===== src/pocc_defs.vh =====
// Constants for the packet and overlap command control block
//------------------------------------------------------------
// Contract
// Every reset kind leaves the packet-device signature in the registers.
// Identify-device is aborted and the packet signature is presented.
// Device reset command resets only this device, not the other one.
// Host should not soft-reset during a packet command.
// Packet command: busy while preparing, then request data and drop busy.
// Packet words come by PIO; last word sets busy, clears request. On release after the packet the code leaves busy clear.
// Bus release clears both busy and data request.
// Host disables interrupts on current device before selecting the other.
// Only NOP non-zero subcommand, packet, queued DMA and service may release.
// Overlap request bit sampled from features when packet command issued.
// Overlap supported, requested, release interrupt on: release after packet.
// Ready released command sets service; interrupt only if selected and enabled.
// Host issues service command after a service request.
// Overlap with release interrupt off: complete now if ready, else release.
// Queued DMA: complete now if ready, else release and ask service later.
// Service is signalled only while this device is selected.
// Auto-poll NOP only reports error, outstanding command kept.
// Host adapter with auto-poll answers that NOP itself.
// Pending interrupt clears on status read or command write.
//------------------------------------------------------------
`ifndef POCC_DEFS_VH
`define POCC_DEFS_VH
// Register offsets on the task-file port
`define POCC_REG_DATA 3'h0
`define POCC_REG_FEAT 3'h1
`define POCC_REG_SECCNT 3'h2
`define POCC_REG_LBALO 3'h3
`define POCC_REG_LBAMID 3'h4
`define POCC_REG_LBAHI 3'h5
`define POCC_REG_DEVSEL 3'h6
`define POCC_REG_CMD 3'h7
// Status bit positions
`define POCC_ST_ERR 0
`define POCC_ST_DRQ 3
`define POCC_ST_SERV 4
`define POCC_ST_DRDY 6
`define POCC_ST_BSY 7
// Field positions
`define POCC_FEAT_OVL 1
`define POCC_DEV_BIT 4
`define POCC_CTL_NIEN 1
// Error register abort code
`define POCC_ERR_ABRT 8'h04
// Command codes
`define POCC_CMD_NOP 8'h00
`define POCC_CMD_DEVRST 8'h08
`define POCC_CMD_PACKET 8'hA0
`define POCC_CMD_SERVICE 8'hA2
`define POCC_CMD_IDENT 8'hEC
`define POCC_CMD_RDQ 8'hC7
`define POCC_CMD_WRQ 8'hCC
// Packet-device signature
`define POCC_SIG_SECCNT 8'h01
`define POCC_SIG_LBALO 8'h01
`define POCC_SIG_LBAMID 8'h14
`define POCC_SIG_LBAHI 8'hEB
// Packet length in words and preparation delay in cycles
`define POCC_PKT_WORDS 4'h6
`define POCC_PREP_CYC 4'h4
`endif


===== src/pocc_pkt_mem.v =====
// Small memory holding the received command packet words
`timescale 1ns/1ns
module pocc_pkt_mem (
	clk,
	wr_en,
	wr_addr,
	wr_data,
	rd_addr,
	rd_data
);
	input wire clk;
	input wire wr_en;
	input wire [2:0] wr_addr;
	input wire [15:0] wr_data;
	input wire [2:0] rd_addr;
	output reg [15:0] rd_data;

	reg [15:0] mem [0:7];

	// Write port and registered read
	always @(posedge clk) begin
		if (wr_en) begin
			mem[wr_addr] <= wr_data;
		end
		rd_data <= mem[rd_addr];
	end
endmodule


===== src/pocc_core.v =====
// Device-side packet command, overlap and service control
//
// Decided for this implementation: the register addresses and the address-and-strobe port.
`timescale 1ns/1ns
`include "pocc_defs.vh"
module pocc_core (
	clk,
	sys_rst,
	dev_id,
	bus_addr,
	bus_wdata,
	bus_wr,
	bus_rd,
	bus_rdata,
	ctl_wr,
	ctl_wdata,
	soft_rst,
	ovl_support,
	rel_int_en,
	op_ready,
	op_done,
	pkt_rd_addr,
	pkt_rd_data,
	cmd_active,
	cmd_released,
	intrq
);
	input wire clk;
	input wire sys_rst;
	input wire dev_id;
	input wire [2:0] bus_addr;
	input wire [15:0] bus_wdata;
	input wire bus_wr;
	input wire bus_rd;
	output reg [15:0] bus_rdata;
	input wire ctl_wr;
	input wire [7:0] ctl_wdata;
	input wire soft_rst;
	input wire ovl_support;
	input wire rel_int_en;
	input wire op_ready;
	input wire op_done;
	input wire [2:0] pkt_rd_addr;
	output wire [15:0] pkt_rd_data;
	output reg cmd_active;
	output reg cmd_released;
	output reg intrq;

	//--------------------------------------------------------
	// States
	//--------------------------------------------------------
	localparam S_IDLE = 6'b000001;
	localparam S_PREP = 6'b000010;
	localparam S_PKT = 6'b000100;
	localparam S_EXEC = 6'b001000;
	localparam S_REL = 6'b010000;
	localparam S_DONE = 6'b100000;

	//--------------------------------------------------------
	// State and task-file registers
	//--------------------------------------------------------
	reg [5:0] state_r;
	reg bsy_r;
	reg drq_r;
	reg err_r;
	reg serv_r;
	reg [7:0] error_r;
	reg [7:0] feat_r;
	reg [7:0] seccnt_r;
	reg [7:0] lbalo_r;
	reg [7:0] lbamid_r;
	reg [7:0] lbahi_r;
	reg [7:0] devsel_r;
	reg nien_r;
	reg ovl_r;
	reg may_rel_r;
	reg pend_r;
	reg [3:0] cnt_r;
	reg [2:0] widx_r;

	//--------------------------------------------------------
	// Bus decode
	//--------------------------------------------------------
	wire selected = (devsel_r[`POCC_DEV_BIT] == dev_id);
	wire [7:0] cmd = bus_wdata[7:0];
	wire cmd_wr = bus_wr && (bus_addr == `POCC_REG_CMD) && selected;
	wire stat_rd = bus_rd && (bus_addr == `POCC_REG_CMD) && selected;
	wire data_wr = bus_wr && (bus_addr == `POCC_REG_DATA) && selected && drq_r;
	wire last_word = data_wr && ({1'b0, widx_r} == `POCC_PKT_WORDS - 4'h1);
	wire [7:0] status = {bsy_r, 1'b1, 1'b0, serv_r, drq_r, 2'b00, err_r};
	wire do_reset = sys_rst || soft_rst || (cmd_wr && cmd == `POCC_CMD_DEVRST);

	//--------------------------------------------------------
	// Packet store
	//--------------------------------------------------------
	pocc_pkt_mem u_mem (
		.clk(clk),
		.wr_en(data_wr),
		.wr_addr(widx_r),
		.wr_data(bus_wdata),
		.rd_addr(pkt_rd_addr),
		.rd_data(pkt_rd_data)
	);

	//--------------------------------------------------------
	// Host-written registers
	//--------------------------------------------------------
	// Device control register, nIEN bit
	always @(posedge clk) begin
		if (sys_rst) begin
			nien_r <= 1'b0;
		end else if (ctl_wr) begin
			nien_r <= ctl_wdata[`POCC_CTL_NIEN];
		end
	end

	// Task file writes not tied to the command flow
	always @(posedge clk) begin
		if (sys_rst) begin
			devsel_r <= 8'h00;
			feat_r <= 8'h00;
		end else if (bus_wr) begin
			if (bus_addr == `POCC_REG_DEVSEL) begin
				devsel_r <= bus_wdata[7:0];
			end
			if (bus_addr == `POCC_REG_FEAT) begin
				feat_r <= bus_wdata[7:0];
			end
		end
	end

	//--------------------------------------------------------
	// Command engine
	//--------------------------------------------------------
	always @(posedge clk) begin
		if (do_reset) begin
			// Only this device: device reset is decoded with selection
			state_r <= S_IDLE;
			bsy_r <= 1'b0;
			drq_r <= 1'b0;
			err_r <= 1'b0;
			serv_r <= 1'b0;
			error_r <= 8'h00;
			seccnt_r <= `POCC_SIG_SECCNT;
			lbalo_r <= `POCC_SIG_LBALO;
			lbamid_r <= `POCC_SIG_LBAMID;
			lbahi_r <= `POCC_SIG_LBAHI;
			ovl_r <= 1'b0;
			may_rel_r <= 1'b0;
			cnt_r <= 4'h0;
			widx_r <= 3'h0;
			cmd_active <= 1'b0;
			cmd_released <= 1'b0;
		end else begin
			if (bus_wr && !bsy_r && !drq_r) begin
				if (bus_addr == `POCC_REG_SECCNT) seccnt_r <= bus_wdata[7:0];
				if (bus_addr == `POCC_REG_LBALO) lbalo_r <= bus_wdata[7:0];
				if (bus_addr == `POCC_REG_LBAMID) lbamid_r <= bus_wdata[7:0];
				if (bus_addr == `POCC_REG_LBAHI) lbahi_r <= bus_wdata[7:0];
			end
			if (cmd_wr && cmd == `POCC_CMD_NOP) begin
				// Auto-poll or plain NOP: error only, released command kept
				err_r <= 1'b1;
				error_r <= `POCC_ERR_ABRT;
			end else if (cmd_wr && cmd == `POCC_CMD_IDENT && !bsy_r && !drq_r) begin
				// Abort and show the packet signature
				err_r <= 1'b1;
				error_r <= `POCC_ERR_ABRT;
				seccnt_r <= `POCC_SIG_SECCNT;
				lbalo_r <= `POCC_SIG_LBALO;
				lbamid_r <= `POCC_SIG_LBAMID;
				lbahi_r <= `POCC_SIG_LBAHI;
			end else if (cmd_wr && cmd == `POCC_CMD_SERVICE && state_r == S_REL) begin
				// Resume the released command
				serv_r <= 1'b0;
				bsy_r <= 1'b1;
				cmd_released <= 1'b0;
				state_r <= S_EXEC;
				may_rel_r <= 1'b0;
			end else begin
				case (state_r)
				S_IDLE: begin
					if (cmd_wr && cmd == `POCC_CMD_PACKET) begin
						bsy_r <= 1'b1;
						err_r <= 1'b0;
						error_r <= 8'h00;
						ovl_r <= feat_r[`POCC_FEAT_OVL];
						cnt_r <= 4'h0;
						widx_r <= 3'h0;
						cmd_active <= 1'b1;
						state_r <= S_PREP;
					end else if (cmd_wr && (cmd == `POCC_CMD_RDQ || cmd == `POCC_CMD_WRQ)) begin
						bsy_r <= 1'b1;
						err_r <= 1'b0;
						may_rel_r <= 1'b1;
						cmd_active <= 1'b1;
						state_r <= S_EXEC;
					end
				end
				S_PREP: begin
					// Count out the preparation time
					cnt_r <= cnt_r + 4'h1;
					if (cnt_r == `POCC_PREP_CYC - 4'h1) begin
						bsy_r <= 1'b0;
						drq_r <= 1'b1;
						state_r <= S_PKT;
					end
				end
				S_PKT: begin
					// Store words until the last one arrives
					if (data_wr) begin
						widx_r <= widx_r + 3'h1;
					end
					if (last_word) begin
						drq_r <= 1'b0;
						if (ovl_r && ovl_support && rel_int_en) begin
							bsy_r <= 1'b0;
							cmd_released <= 1'b1;
							state_r <= S_REL;
						end else begin
							bsy_r <= 1'b1;
							may_rel_r <= ovl_r && ovl_support;
							state_r <= S_EXEC;
						end
					end
				end
				S_EXEC: begin
					// Finish, or give the bus up when allowed and not ready
					if (op_done) begin
						bsy_r <= 1'b0;
						state_r <= S_DONE;
					end else if (may_rel_r && !op_ready) begin
						bsy_r <= 1'b0;
						cmd_released <= 1'b1;
						state_r <= S_REL;
					end
				end
				S_REL: begin
					// Back end ready again: raise the service request
					if (op_ready) begin
						serv_r <= 1'b1;
					end
				end
				S_DONE: begin
					// One cycle to drop the active flag
					cmd_active <= 1'b0;
					state_r <= S_IDLE;
				end
				default: begin
					state_r <= S_IDLE;
				end
				endcase
			end
		end
	end

	//--------------------------------------------------------
	// Interrupt
	//--------------------------------------------------------
	// Pending interrupt: set on completion or service, set wins over clear
	always @(posedge clk) begin
		if (do_reset) begin
			pend_r <= 1'b0;
		end else if ((state_r == S_EXEC && op_done)
			|| (state_r == S_REL && op_ready && !serv_r)) begin
			pend_r <= 1'b1;
		end else if (stat_rd || cmd_wr) begin
			pend_r <= 1'b0;
		end
	end

	// Interrupt line gated by selection and nIEN
	always @(posedge clk) begin
		if (sys_rst) begin
			intrq <= 1'b0;
		end else begin
			intrq <= pend_r && selected && !nien_r;
		end
	end

	//--------------------------------------------------------
	// Read port
	//--------------------------------------------------------
	// Read data, one cycle after the strobe
	always @(posedge clk) begin
		if (sys_rst) begin
			bus_rdata <= 16'h0000;
		end else if (bus_rd && selected) begin
			case (bus_addr)
			`POCC_REG_DATA: bus_rdata <= 16'h0000;
			`POCC_REG_FEAT: bus_rdata <= {8'h00, error_r};
			`POCC_REG_SECCNT: bus_rdata <= {8'h00, seccnt_r};
			`POCC_REG_LBALO: bus_rdata <= {8'h00, lbalo_r};
			`POCC_REG_LBAMID: bus_rdata <= {8'h00, lbamid_r};
			`POCC_REG_LBAHI: bus_rdata <= {8'h00, lbahi_r};
			`POCC_REG_DEVSEL: bus_rdata <= {8'h00, devsel_r};
			`POCC_REG_CMD: bus_rdata <= {8'h00, status};
			default: bus_rdata <= 16'h0000;
			endcase
		end else begin
			bus_rdata <= 16'h0000;
		end
	end
endmodule


===== config.mk =====
export PLATFORM = sky130hd
export DESIGN_NAME = pocc_core
export DESIGN_NICKNAME = d
export VERILOG_FILES = /design/src/pocc_pkt_mem.v /design/src/pocc_core.v
export VERILOG_INCLUDE_DIRS = /design/src
export SDC_FILE = /design/constraint.sdc
export NUM_CORES = 1
export LEC_CHECK = 0
export ABC_CLOCK_PERIOD_IN_PS = 5500
export BUFFER_PORTS_ARGS = -buffer_cell sky130_fd_sc_hd__clkbuf_2
export CORE_MARGIN = 8
export CORE_UTILIZATION = 55
export CTS_CLUSTER_SIZE = 30
export DETAILED_ROUTE_END_ITERATION = 10
export HOLD_SLACK_MARGIN = 0.12
export PLACE_DENSITY = 0.76
export SKIP_CTS_REPAIR_TIMING = 1
export SLEW_MARGIN = 20
export SYNTH_ARGS = -nofsm -noshare
export SYNTH_HDL_FRONTEND = slang
export SYNTH_SLANG_ARGS = --single-unit
export TNS_END_PERCENT = 5

===== constraint.sdc =====
create_clock -name clk -period 5.5 [get_ports clk]
set_input_delay 0 -clock clk [delete_from_list [all_inputs] [get_ports clk]]
set_output_delay 0 -clock clk [all_outputs]
set_load 0.02 [all_outputs]

; Word-level counts from Yosys, hierarchy flattened
; Memories as Yosys holds them, arrays and structs flattened. A register that Yosys moved wholly into a read port is not among the register bits.
; Index checks and enable logic that the tools add are counted.
[totals]
reg_bits = 83
ram_bits = 128
input_bits = 41
out_inout_bits = 35
wordCells = 209
memories = 1
[op_classes]
n_addsub = 2
n_eq_ne = 39
mux = 73
bitwise = 4
n_reduce_logical = 68
[memory_table]
columns = name, words, width, read_ports, rd_clocked_by_memory_dff, write_ports, line_no
row1 = u_mem.mem, 8, 16, 1, 1, 1, pocc_pkt_mem.v:18  ; reg [15:0] mem [0:7];
[op_table]
columns = operator, count
row1 = two-way mux 8 bit, 16
row2 = one-hot mux 16 bit (8 select lines), 1
row3 = two-way mux 6 bit, 7
row4 = equality test 8 bit (second input constant), 5
row5 = two-way mux 1 bit, 32
row6 = != test 3 bit (second input constant), 10
row7 = one-hot mux 6 bit (5 select lines), 1
row8 = logical AND 1 bit, 28
row9 = AND reduction 7 bit, 4
row10 = two-way mux 3 bit, 7
row11 = equality test 3 bit (second input constant), 5
row12 = AND reduction 5 bit, 3
row13 = nonzero test 2 bit, 7
row14 = AND reduction 6 bit, 2
row15 = nonzero test 3 bit, 4
row16 = != test 2 bit (second input constant), 5
row17 = equality test 8 x 4 -> 1 bit (second input constant), 1
row18 = zero test 8 bit, 1
row19 = != test 4 bit (second input constant), 2
row20 = one-hot mux 1 bit (2 select lines), 4
row21 = one-hot mux 4 bit (2 select lines), 1
row22 = equality test 3 x 2 -> 1 bit (second input constant), 2
row23 = equality test 6 x 1 -> 1 bit (second input constant), 1
row24 = equality test 6 x 2 -> 1 bit (second input constant), 1
row25 = other kinds (23), 36

; Depth between registers and ports, before layout
; Gate-level depths: netlist of the first run.
[depth]
ltp_word = 10
mapped_depth = 9
depth_no_buf = 8

; Hierarchy
; From an unflattened synthesis of the first run, not the netlist that was laid out.
[hier_totals]
cells_unflattened = 640
area_unflattened_um2 = 9146.3
[by_module_without_submodules]
columns = mod, instances, cells_per_inst, area_per_inst_um2, seq_area_each_um2
row1 = pocc_pkt_mem, 1, 214, 5293.8, 4164.0
row2 = pocc_core, 1, 426, 3852.4, 1481.4

; Worst setup path before layout of the first run
; No wires, ideal clock.
[synth_path]
path_kind = reg-to-reg
from = reg devsel_r[4]
to = mem u_mem.mem[0][0], enable pin
setup_time_ps = 409
arrival_ps = 2141
required_ps = 5091
path_slack_ps = 2949
stages_incl_launch_ff = 5
path_buffers = 0
period_less_slack_ps = 2551
cell_sequence = dfxtp_1 xnor2_1 and3_1 nand2b_1 nor3_1
[synth_via]
elab_chain_len = 5
[synth_lines]
columns = item, line_no
row1 = start: declaration, pocc_core.v:73  ; reg [7:0] devsel_r;
row2 = start signal: assignment, pocc_core.v:124  ; devsel_r <= bus_wdata[7:0];
row3 = equality test 1 bit, pocc_core.v:84  ; wire selected = (devsel_r[`POCC_DEV_BIT] == dev_id);
row4 = logical AND 1 bit (2 in a row), pocc_core.v:88  ; wire data_wr = bus_wr && (bus_addr == `POCC_REG_DATA) && selected && drq_r;
row5 = two-way mux 1 bit, pocc_pkt_mem.v:22  ; if (wr_en) begin
row6 = two-way mux 1 bit (not written as such), pocc_pkt_mem.v:23  ; mem[wr_addr] <= wr_data;
row7 = end: declaration, pocc_pkt_mem.v:18
; No other way between the ends.

; Worst setup path after layout of the first run
[layout_path]
from = reg devsel_r[4]
to = reg seccnt_r[3]
[layout_via]
elab_chain_len = 7
word_cells_on_any_way = 10
[layout_lines]
columns = item, line_no
row1 = equality test 1 bit (*), pocc_core.v:84
row2 = logical AND 1 bit (*), pocc_core.v:86  ; wire cmd_wr = bus_wr && (bus_addr == `POCC_REG_CMD) && selected;
row3 = logical AND 1 bit (no line), n/a
row4 = logical AND 1 bit (2 in a row), pocc_core.v:165  ; end else if (cmd_wr && cmd == `POCC_CMD_IDENT && !bsy_r && !drq_r) begin
row5 = two-way mux 8 bit, pocc_core.v:165
row6 = two-way mux 8 bit, pocc_core.v:161  ; if (cmd_wr && cmd == `POCC_CMD_NOP) begin
row7 = end signal: assignment, pocc_core.v:144  ; seccnt_r <= `POCC_SIG_SECCNT;
row8 = end signal: assignment, pocc_core.v:156  ; if (bus_addr == `POCC_REG_SECCNT) seccnt_r <= bus_wdata[7:0];
row9 = end signal: assignment, pocc_core.v:169  ; seccnt_r <= `POCC_SIG_SECCNT;
row10 = end: declaration, pocc_core.v:69  ; reg [7:0] seccnt_r;
; Mark *: on every way between the ends. The rest lies on a longest branch, timed or not.
; A chain may end at the register's enable or synchronous reset.

==> results.md, run 1 <==
- For this configuration, the core starts out at a cell density of 56.05%.
- The maximum fanout count along the critical path is 22.
- The floorplan step defined a core boundary enclosing 0.01577 mm^2.
- The CTS sink count is 218.
- The via count of the first global-routing pass is 5479.
- The row count is 46.
- Entering global routing, the biggest net connects 33 pins.
- The floorplan step set the die height to 142.8 um.
- The total count of hold-check failures in the final report was 0.
- The critical path is of the register to register type.
- The transition at the pin with the smallest max-transition slack is 0.9159 ns.
- STA classifies the critical path startpoint as a register.
- TritonCTS built the clock tree.
- The total power consumption of the routed design is 3341 uW.
- Signal routing reaches up to met4.
- The worst path setup slack after routing is 2.806 ns.
- 0 antenna diodes ended up in the layout.
- For this block, wires on met1 add up to 7872 um.
- The number of antenna violations at the first check in global routing is 0.
- The clock passes through at most 3 buffers.
- The leakage power is 0.003782 uW.
- In this run the number of H-tree levels came out at 1.
- The sequential fraction of the synthesis area is 63.86%.
- The die outline width is 142.8 um.
- STA puts the critical path data required time at 5.92 ns.
- The total area of multi-input combinational cells is 0.003013 mm^2.
- Summed over all layers, the global routing overflow is 0.
- The area fraction of the dominant cell type after synthesis is 43.48%.
- In the routed design, unresolved DRC markers number 0.
- The number of optimization iterations in the first detailed-route pass is 5.
- In the final timing run, aggregate negative setup slack is 0 ns.
- The antenna violation net count after detailed routing is 0.
- The run finished with clean final reports.
- The worst setup path is captured at a register.
- On the final layout, the worst clock skew is 0.01770 ns.
- Dividing the synthesized area by the synthesized cell count gives 14.19 um^2.
- The sequential cells in the finished layout cover a total of 0.005645 mm^2.
- Measured against its own limit, the worst slew margin works out to 38.94%.
- The total number of vias is 5518.
- The total power density per cell area is 323.8 mW/mm^2.
- The post-route non-filler standard cell count is 945.
- The data arrival time of the critical path is 3.11 ns.
- The count of cells along the worst hold path is 3.
- By area the synthesized netlist is led by sky130_fd_sc_hd__edfxtp_1, sky130_fd_sc_hd__dfxtp_1, sky130_fd_sc_hd__mux4_2, sky130_fd_sc_hd__mux2i_1, sky130_fd_sc_hd__mux2_2.
- The number of nets in the layout is 757.
- The clock transition time at the flip-flop clock pins of the worst setup and hold paths is 0.06 ns.
- Counting flops with an async set or reset pin after synthesis yields a share of 0%.
- The post-synthesis instance area is 0.008840 mm^2.
- The path class of the lowest-slack min-delay path is input port to register.
- In the global route stage, overall resource usage came out at 18.01%.
- Relative to the synthesized area, the layout overhead comes to 16.73%.
- Summed over all layers, the routed wires come to 18590 um.
- The final standard cell utilization of the core is 65.43%.
- The routed length on met3 is 1092 um.
- Counting flops with a built-in enable in the synthesized netlist gives 128.
- Once placement completed, the tool counted placed cells totaling 873.
- The source-to-sink clock delay at the later pin of the worst-skew pair is 0.50 ns.
- The clock root buffer is sky130_fd_sc_hd__clkbuf_16.
- The fraction of layout cells with a size suffix above 1 is 24.69%.
- The number of design-rule violations left by the first detailed-router iteration is 338.
- The worst-case IR drop observed on VDD is 0.2186 mV.
- Setup repair after global routing left no endpoint under its margin.
- Based on the critical path, the design can be clocked at up to 371.2 MHz.
- The first global-routing pass estimated 29010 um of wire.
- The final setup violation count is 0.
- After layout, the minimum clock period comes to 2.694 ns.
- The count of port buffers added during placement is 60.
- The number of violations of the max-capacitance limit is 0.
- Before CTS, the worst setup slack after placement is 2.711 ns.
- The per-cell routed wire length is 19.68 um.
- The layout has 1191 filler cells.
- The final weighted congestion in routability-driven placement is 0.8661.
- For this run, the number of Yosys warnings is 0.
- Summed over all instances, the cell type with the most area after synthesis is sky130_fd_sc_hd__edfxtp_1.
- Once detailed placement completed, the half-perimeter wirelength came to 11330 um.
- The die outline area is 0.02038 mm^2.
- The number of instances in the synthesized netlist is 623.
- The cell depth of the worst flop-to-flop path is 5.
- The number of pins exceeding their max-slew limit in the final report is 0.
- The length of routed met2 wiring is 9355 um.
- The distinct cell type count of the synthesized netlist is 73.
- The share of the cycle needed by the critical path after routing is 48.98%.
- TritonCTS created 22 clock buffers.
- The leading register cell type out of synthesis is sky130_fd_sc_hd__edfxtp_1.
- The number of ports placed on the die boundary is 76.
- Using the TritonRoute via totals, the vias-per-cell ratio works out to 5.839.
- Synthesis inferred 218 register bits.
==> metal layers <==
metal	up-vias	GRT usage [%]
met5	-	0
met4	0	4.362
met3	28	3.339
met2	180	31.24
met1	2772	22.89
li1	2538	-
==> Yosys cell counts (all sizes together), types with 4 or more instances <==
cell,number
buf,19
nor3,8
mux2i,40
nand2,50
nor2b,10
or4,4
nand4,7
clkbuf,23
inv,4
nand3,10
dfxtp,90
mux2,27
and2,4
edfxtp,128
a21oi,18
a211oi,5
nor4b,5
nand2b,5
mux4,34
nor2,59
o21ai,9
==> final cells by class <==
| class | count | area share (%) |
|---|---|---|
| clock buffer | 29 | 5.796 |
| clock inverter | 11 | 0.8609 |
| inverter | 4 | 0.1455 |
| multi-input combinational | 366 | 29.20 |
| sequential | 218 | 54.71 |
| tap | 216 | 2.619 |
| timing repair buffer | 101 | 6.669 |
==> path summary, 6_finish.rpt <==
check                            startpoint           end  slack, ns
worst max-delay path            devsel_r[4]   seccnt_r[3]       2.81
worst min-delay path            bus_addr[2]  bus_rdata[5]       0.14
worst max register to register  devsel_r[4]   seccnt_r[3]       2.81
worst min register to register       nien_r         intrq       0.42
==> worst max-delay path: stages, from the launching register on <==
cell and delay (ns):
sky130_fd_sc_hd__dfxtp_1 0.41, sky130_fd_sc_hd__xnor2_1 0.20, sky130_fd_sc_hd__and2_1 0.28, sky130_fd_sc_hd__a311oi_2 0.71, sky130_fd_sc_hd__nand2_1 0.72, sky130_fd_sc_hd__nor2_1 0.28
==> cell usage in the layout (no fill, tap or decap), types with 18 or more instances in the layout <==
cell / netlist / layout
sky130_fd_sc_hd__mux2i_1: 40 / 40
sky130_fd_sc_hd__nand2_1: 49 / 49
sky130_fd_sc_hd__dfxtp_1: 90 / 90
sky130_fd_sc_hd__clkbuf_2: 0 / 60
sky130_fd_sc_hd__clkbuf_16: 0 / 23
sky130_fd_sc_hd__mux2_2: 26 / 26
sky130_fd_sc_hd__mux4_2: 34 / 34
sky130_fd_sc_hd__dlygate4sd3_1: 0 / 32
sky130_fd_sc_hd__nor2_1: 58 / 58
sky130_fd_sc_hd__edfxtp_1: 128 / 128
sky130_fd_sc_hd__a21oi_1: 18 / 18
==> state kept, by name, summed over array words and instances (netlist names), 4 cells and up <==
name and flops:
seccnt_r 8, lbalo_r 8, bus_rdata 8, cnt_r 4, devsel_r 8, lbamid_r 8, state_r 6, u_mem.mem 128
u_mem.rd_data 16, lbahi_r 8
==> power by group <==
group	total [uW]	internal, uW	switching, uW
Clock	1410	818	593
Sequential	1740	1740	5.29
Combinational	187	77.7	109
Total	3340	2630	707
==> through the flow <==
step | cell area [um^2] | hold slack (ns)
after global placement | 9304 | 0.2389
after CTS | 9991 | -0.2379
after floorplan | 8866 | 0.07933
after global routing | 10320 | 0.1719
final | 10320 | 0.1426
after detailed placement | 9304 | 0.2629
==> logic make-up (layout without fill, tap and decap cells) <==
kind of cell    Yosys count  in the layout  share of synthesized area (%)
other cells               1              8                        0.04242
buf+inv                  46            145                          2.548
flops                   218            218                          63.86
xor+xnor                  5              5                         0.4955
compound gates           66             66                          5.436
simple gates            183            183                          10.52
fa+ha+maj                 3              3                         0.4247
mux                     101            101                          16.67
Note: power is estimated with default switching activity, not from simulation.
==> run 2: changes to the inputs <==
- ABC_CLOCK_PERIOD_IN_PS: 5500 -> 2420
- CORE_UTILIZATION: 55 -> 53
- PLACE_DENSITY: 0.76 -> 0.77
- clock period: 5.5 -> 2.42 ns (I/O delays scaled with it)
==> run 2 against run 1 <==
Compared with the run above: total power is 140% higher; sequential power increased by 130%; setup slack got worse by 2.7 ns; critical path type unchanged; global-route usage down 0.47 points; highest routed layer unchanged; via count increased by 1.6%; cell area increased by 2.9%; flip-flop and latch count is the same.
==> results.md, run 2 (synthesis gave the netlist of run 1 again) <==
- The flow ran to the end, and the final reports show no timing, DRC or antenna violations.
- The top cell family by delay on the critical path is simple AND/OR/NAND/NOR gates.
- In this run the count of I/O pins placed on the die edge is 76.
- Together, buffers and inverters on the worst path number 0.
- After layout, the minimum clock period comes to 2.317 ns.
- The root buffer cell chosen for the clock tree is sky130_fd_sc_hd__clkbuf_16.
- The number of optimization iterations in the first detailed-route pass is 7.
- For the final database, setup skew stands at 0.009638 ns.
- The total global routing overflow is 0.
- The worst-case IR drop observed on VDD is 0.5867 mV.
- The cell depth of the worst flop-to-flop path is 6.
- In this run the power density over the cells is 747.9 mW/mm^2.
- The total global routing track utilization is 17.54%.
- The first global-routing pass estimated 30220 um of wire.
- Counting the fill cells in the layout gives 1164.
- In this run the remaining antenna-violating nets after routing total 0.
- The floorplan step defined a die boundary enclosing 0.02107 mm^2.
- The floorplan has 47 rows.
- The tool flagged a number of max-cap violations equal to 0.
- For this run, the top clock speed supported by timing is 431.6 MHz.
- The most common cell after layout, fill and taps aside is sky130_fd_sc_hd__edfxtp_1.
- The cell with the largest stage delay on the worst path is sky130_fd_sc_hd__or4_4.
- The y dimension of the die is 145.1 um.
- Routability-driven placement finished with a final weighted congestion of 0.8593.
- The effective utilization at floorplan is 53.69%.
- The number of nets in the layout is 772.
- The count of cells along the worst hold path is 5.
- The final setup violation count is 0.
- The number of antenna diodes in the final layout is 0.
- Buffers placed on the I/O ports in this run total 60.
- The via count of the first global-routing pass is 5757.
- Once layout is done, the placed cells without fillers occupy 0.01062 mm^2.
- The slack of the worst reg-to-reg path is 0.10 ns.
- The fraction of layout cells with a size suffix above 1 is 26.88%.
- The share of the cycle needed by the critical path after routing is 95.74%.
- The placed instance area is 0.009517 mm^2.
- In this run the worst hold path is classified as input port to register.
- Headroom to the max-slew limit came out at 44.20%.
- The number of flip-flops in the largest register is 128.
- The required time of the critical path is 2.86 ns.
- Entering global routing, the biggest net connects 33 pins.
- The largest stage delay on the critical path is 0.59 ns.
- The CTS sink count is 218.
- The region available for standard cell placement spans 0.01647 mm^2.
- The type of destination of the critical path is a register.
- The library cells used most frequently in the layout, excluding fill and tap cells, are sky130_fd_sc_hd__edfxtp_1, sky130_fd_sc_hd__dfxtp_1, sky130_fd_sc_hd__clkbuf_2, sky130_fd_sc_hd__nor2_1, sky130_fd_sc_hd__nand2_1.
- Counting flops per register, the top entry is u_mem.mem.
- The number of antenna violations at the first check in global routing is 0.
- Prior to clock tree synthesis, the placed netlist has a worst setup slack of 0.1249 ns.
- The layout overhead on the synthesized area is 20.10%.
- For the worst-skew pair, the clock arrives at the later sink with an insertion delay of 0.50 ns.
- The die outline width is 145.1 um.
- The routed wire length is 19220 um.
- The clock tree from TritonCTS is done.
- The total count of hold-check failures in the final report is 0.
- In the final layout, the registers with the most flip-flops are u_mem.mem (128), u_mem.rd_data (16).
- The estimated wirelength of the detail-placed design is 11840 um.
- Counting the buffers created by CTS gives 22.
- The worst setup path is of the register to register kind.
- The per-cell routed wire length is 19.94 um.
- The maximum level of the CTS H-tree is 1.
- The deepest clock path buffer count is 3.
- The startpoint class of the critical path is a register.
- After detailed routing, the number of remaining DRC violations is 0.
- The number of pins exceeding their max-slew limit in the final report is 0.
- The worst setup path startpoint is state_r[0].
- The post-route non-filler standard cell count is 964.
- The detailed router placed 5606 vias in this run.
- The worst path meets setup with 0.1032 ns of slack.
- At the pin with the least slew margin, the transition time is 0.8370 ns.
- The worst hold endpoint is drq_r.
- At the worst endpoint, the arrival time is 2.75 ns.
- The beginning of the worst register-to-register path is state_r[0].
- Traced cell by cell, the critical path runs through or4_4 -> nor3b_4 -> a21oi_1 -> o311a_1 -> mux2_4 -> nor2_2.
- After clock tree synthesis, the clock-pin slew on the worst setup and hold paths is 0.06 ns.
- The endpoint of the worst-slack reg-to-reg timing path is state_r[5].
- The source of the worst hold timing path is bus_addr[1].
- The placed instance count is 893.
- The worst-case hold slack is 0.1936 ns.
- The per-cell via count in the routed design is 5.815.
- The maximum fanout count along the critical path is 8.
- The first routing iteration left 452 violations.
- The analysis attributes to cell leakage a power of 0.003907 uW.
run 2: tightest hold or removal path, cell delays in order:
cell and delay (ns):
sky130_fd_sc_hd__clkbuf_2 0.11, sky130_fd_sc_hd__nor4b_1 0.07, sky130_fd_sc_hd__and3_1 0.24, sky130_fd_sc_hd__nand3_1 0.09, sky130_fd_sc_hd__a32o_1 0.15
run 2: through the flow:
| stage | TNS (ns) | utilization [%] | total power (uW) |
|---|---|---|---|
| final | 0 | 64.48 | 7940 |
| after global placement | 0 | 57.80 | 4432 |
| after floorplan | -2.054 | - | 4304 |
| after detailed placement | 0 | 57.80 | 4446 |
| after global routing | -0.004786 | 64.48 | 8174 |
| after CTS | 0 | 62.45 | 7965 |
run 2: area by class of cell:
| type | instances | area, um^2 | area share (%) |
|---|---|---|---|
| inverter | 4 | 15.01 | 0.1414 |
| multi-input combinational | 366 | 3028 | 28.52 |
| clock buffer | 26 | 586.8 | 5.527 |
| timing repair buffer | 116 | 885.9 | 8.344 |
| tap | 220 | 275.3 | 2.593 |
| clock inverter | 14 | 180.2 | 1.697 |
| sequential | 218 | 5645 | 53.18 |
run 2: worst max path at each step:
stage	end	slack, ns	depth (start not counted)
floorplan	u_mem.mem[1][0]	-0.13	4
global placement	state_r[5]	0.19	6
detailed placement	widx_r[2]	0.12	6
CTS	widx_r[2]	0.02	6
global route	widx_r[2]	-0.005	6
finish	state_r[5]	0.10	6
run 2: routing by layer:
| metal | vias up | global-route usage [%] | part of all wire, % |
|---|---|---|---|
| met4 | 0 | 4.997 | 1.9 |
| met3 | 37 | 3.700 | 6.0 |
| met1 | 2777 | 21.30 | 41 |
| li1 | 2568 | - | - |
| met5 | - | 0 | 0 |
| met2 | 224 | 30.96 | 51 |
run 2: power breakdown:
group	switching, uW	internal (uW)
registers	13.5	3950
clock network	1360	2170
logic	254	193
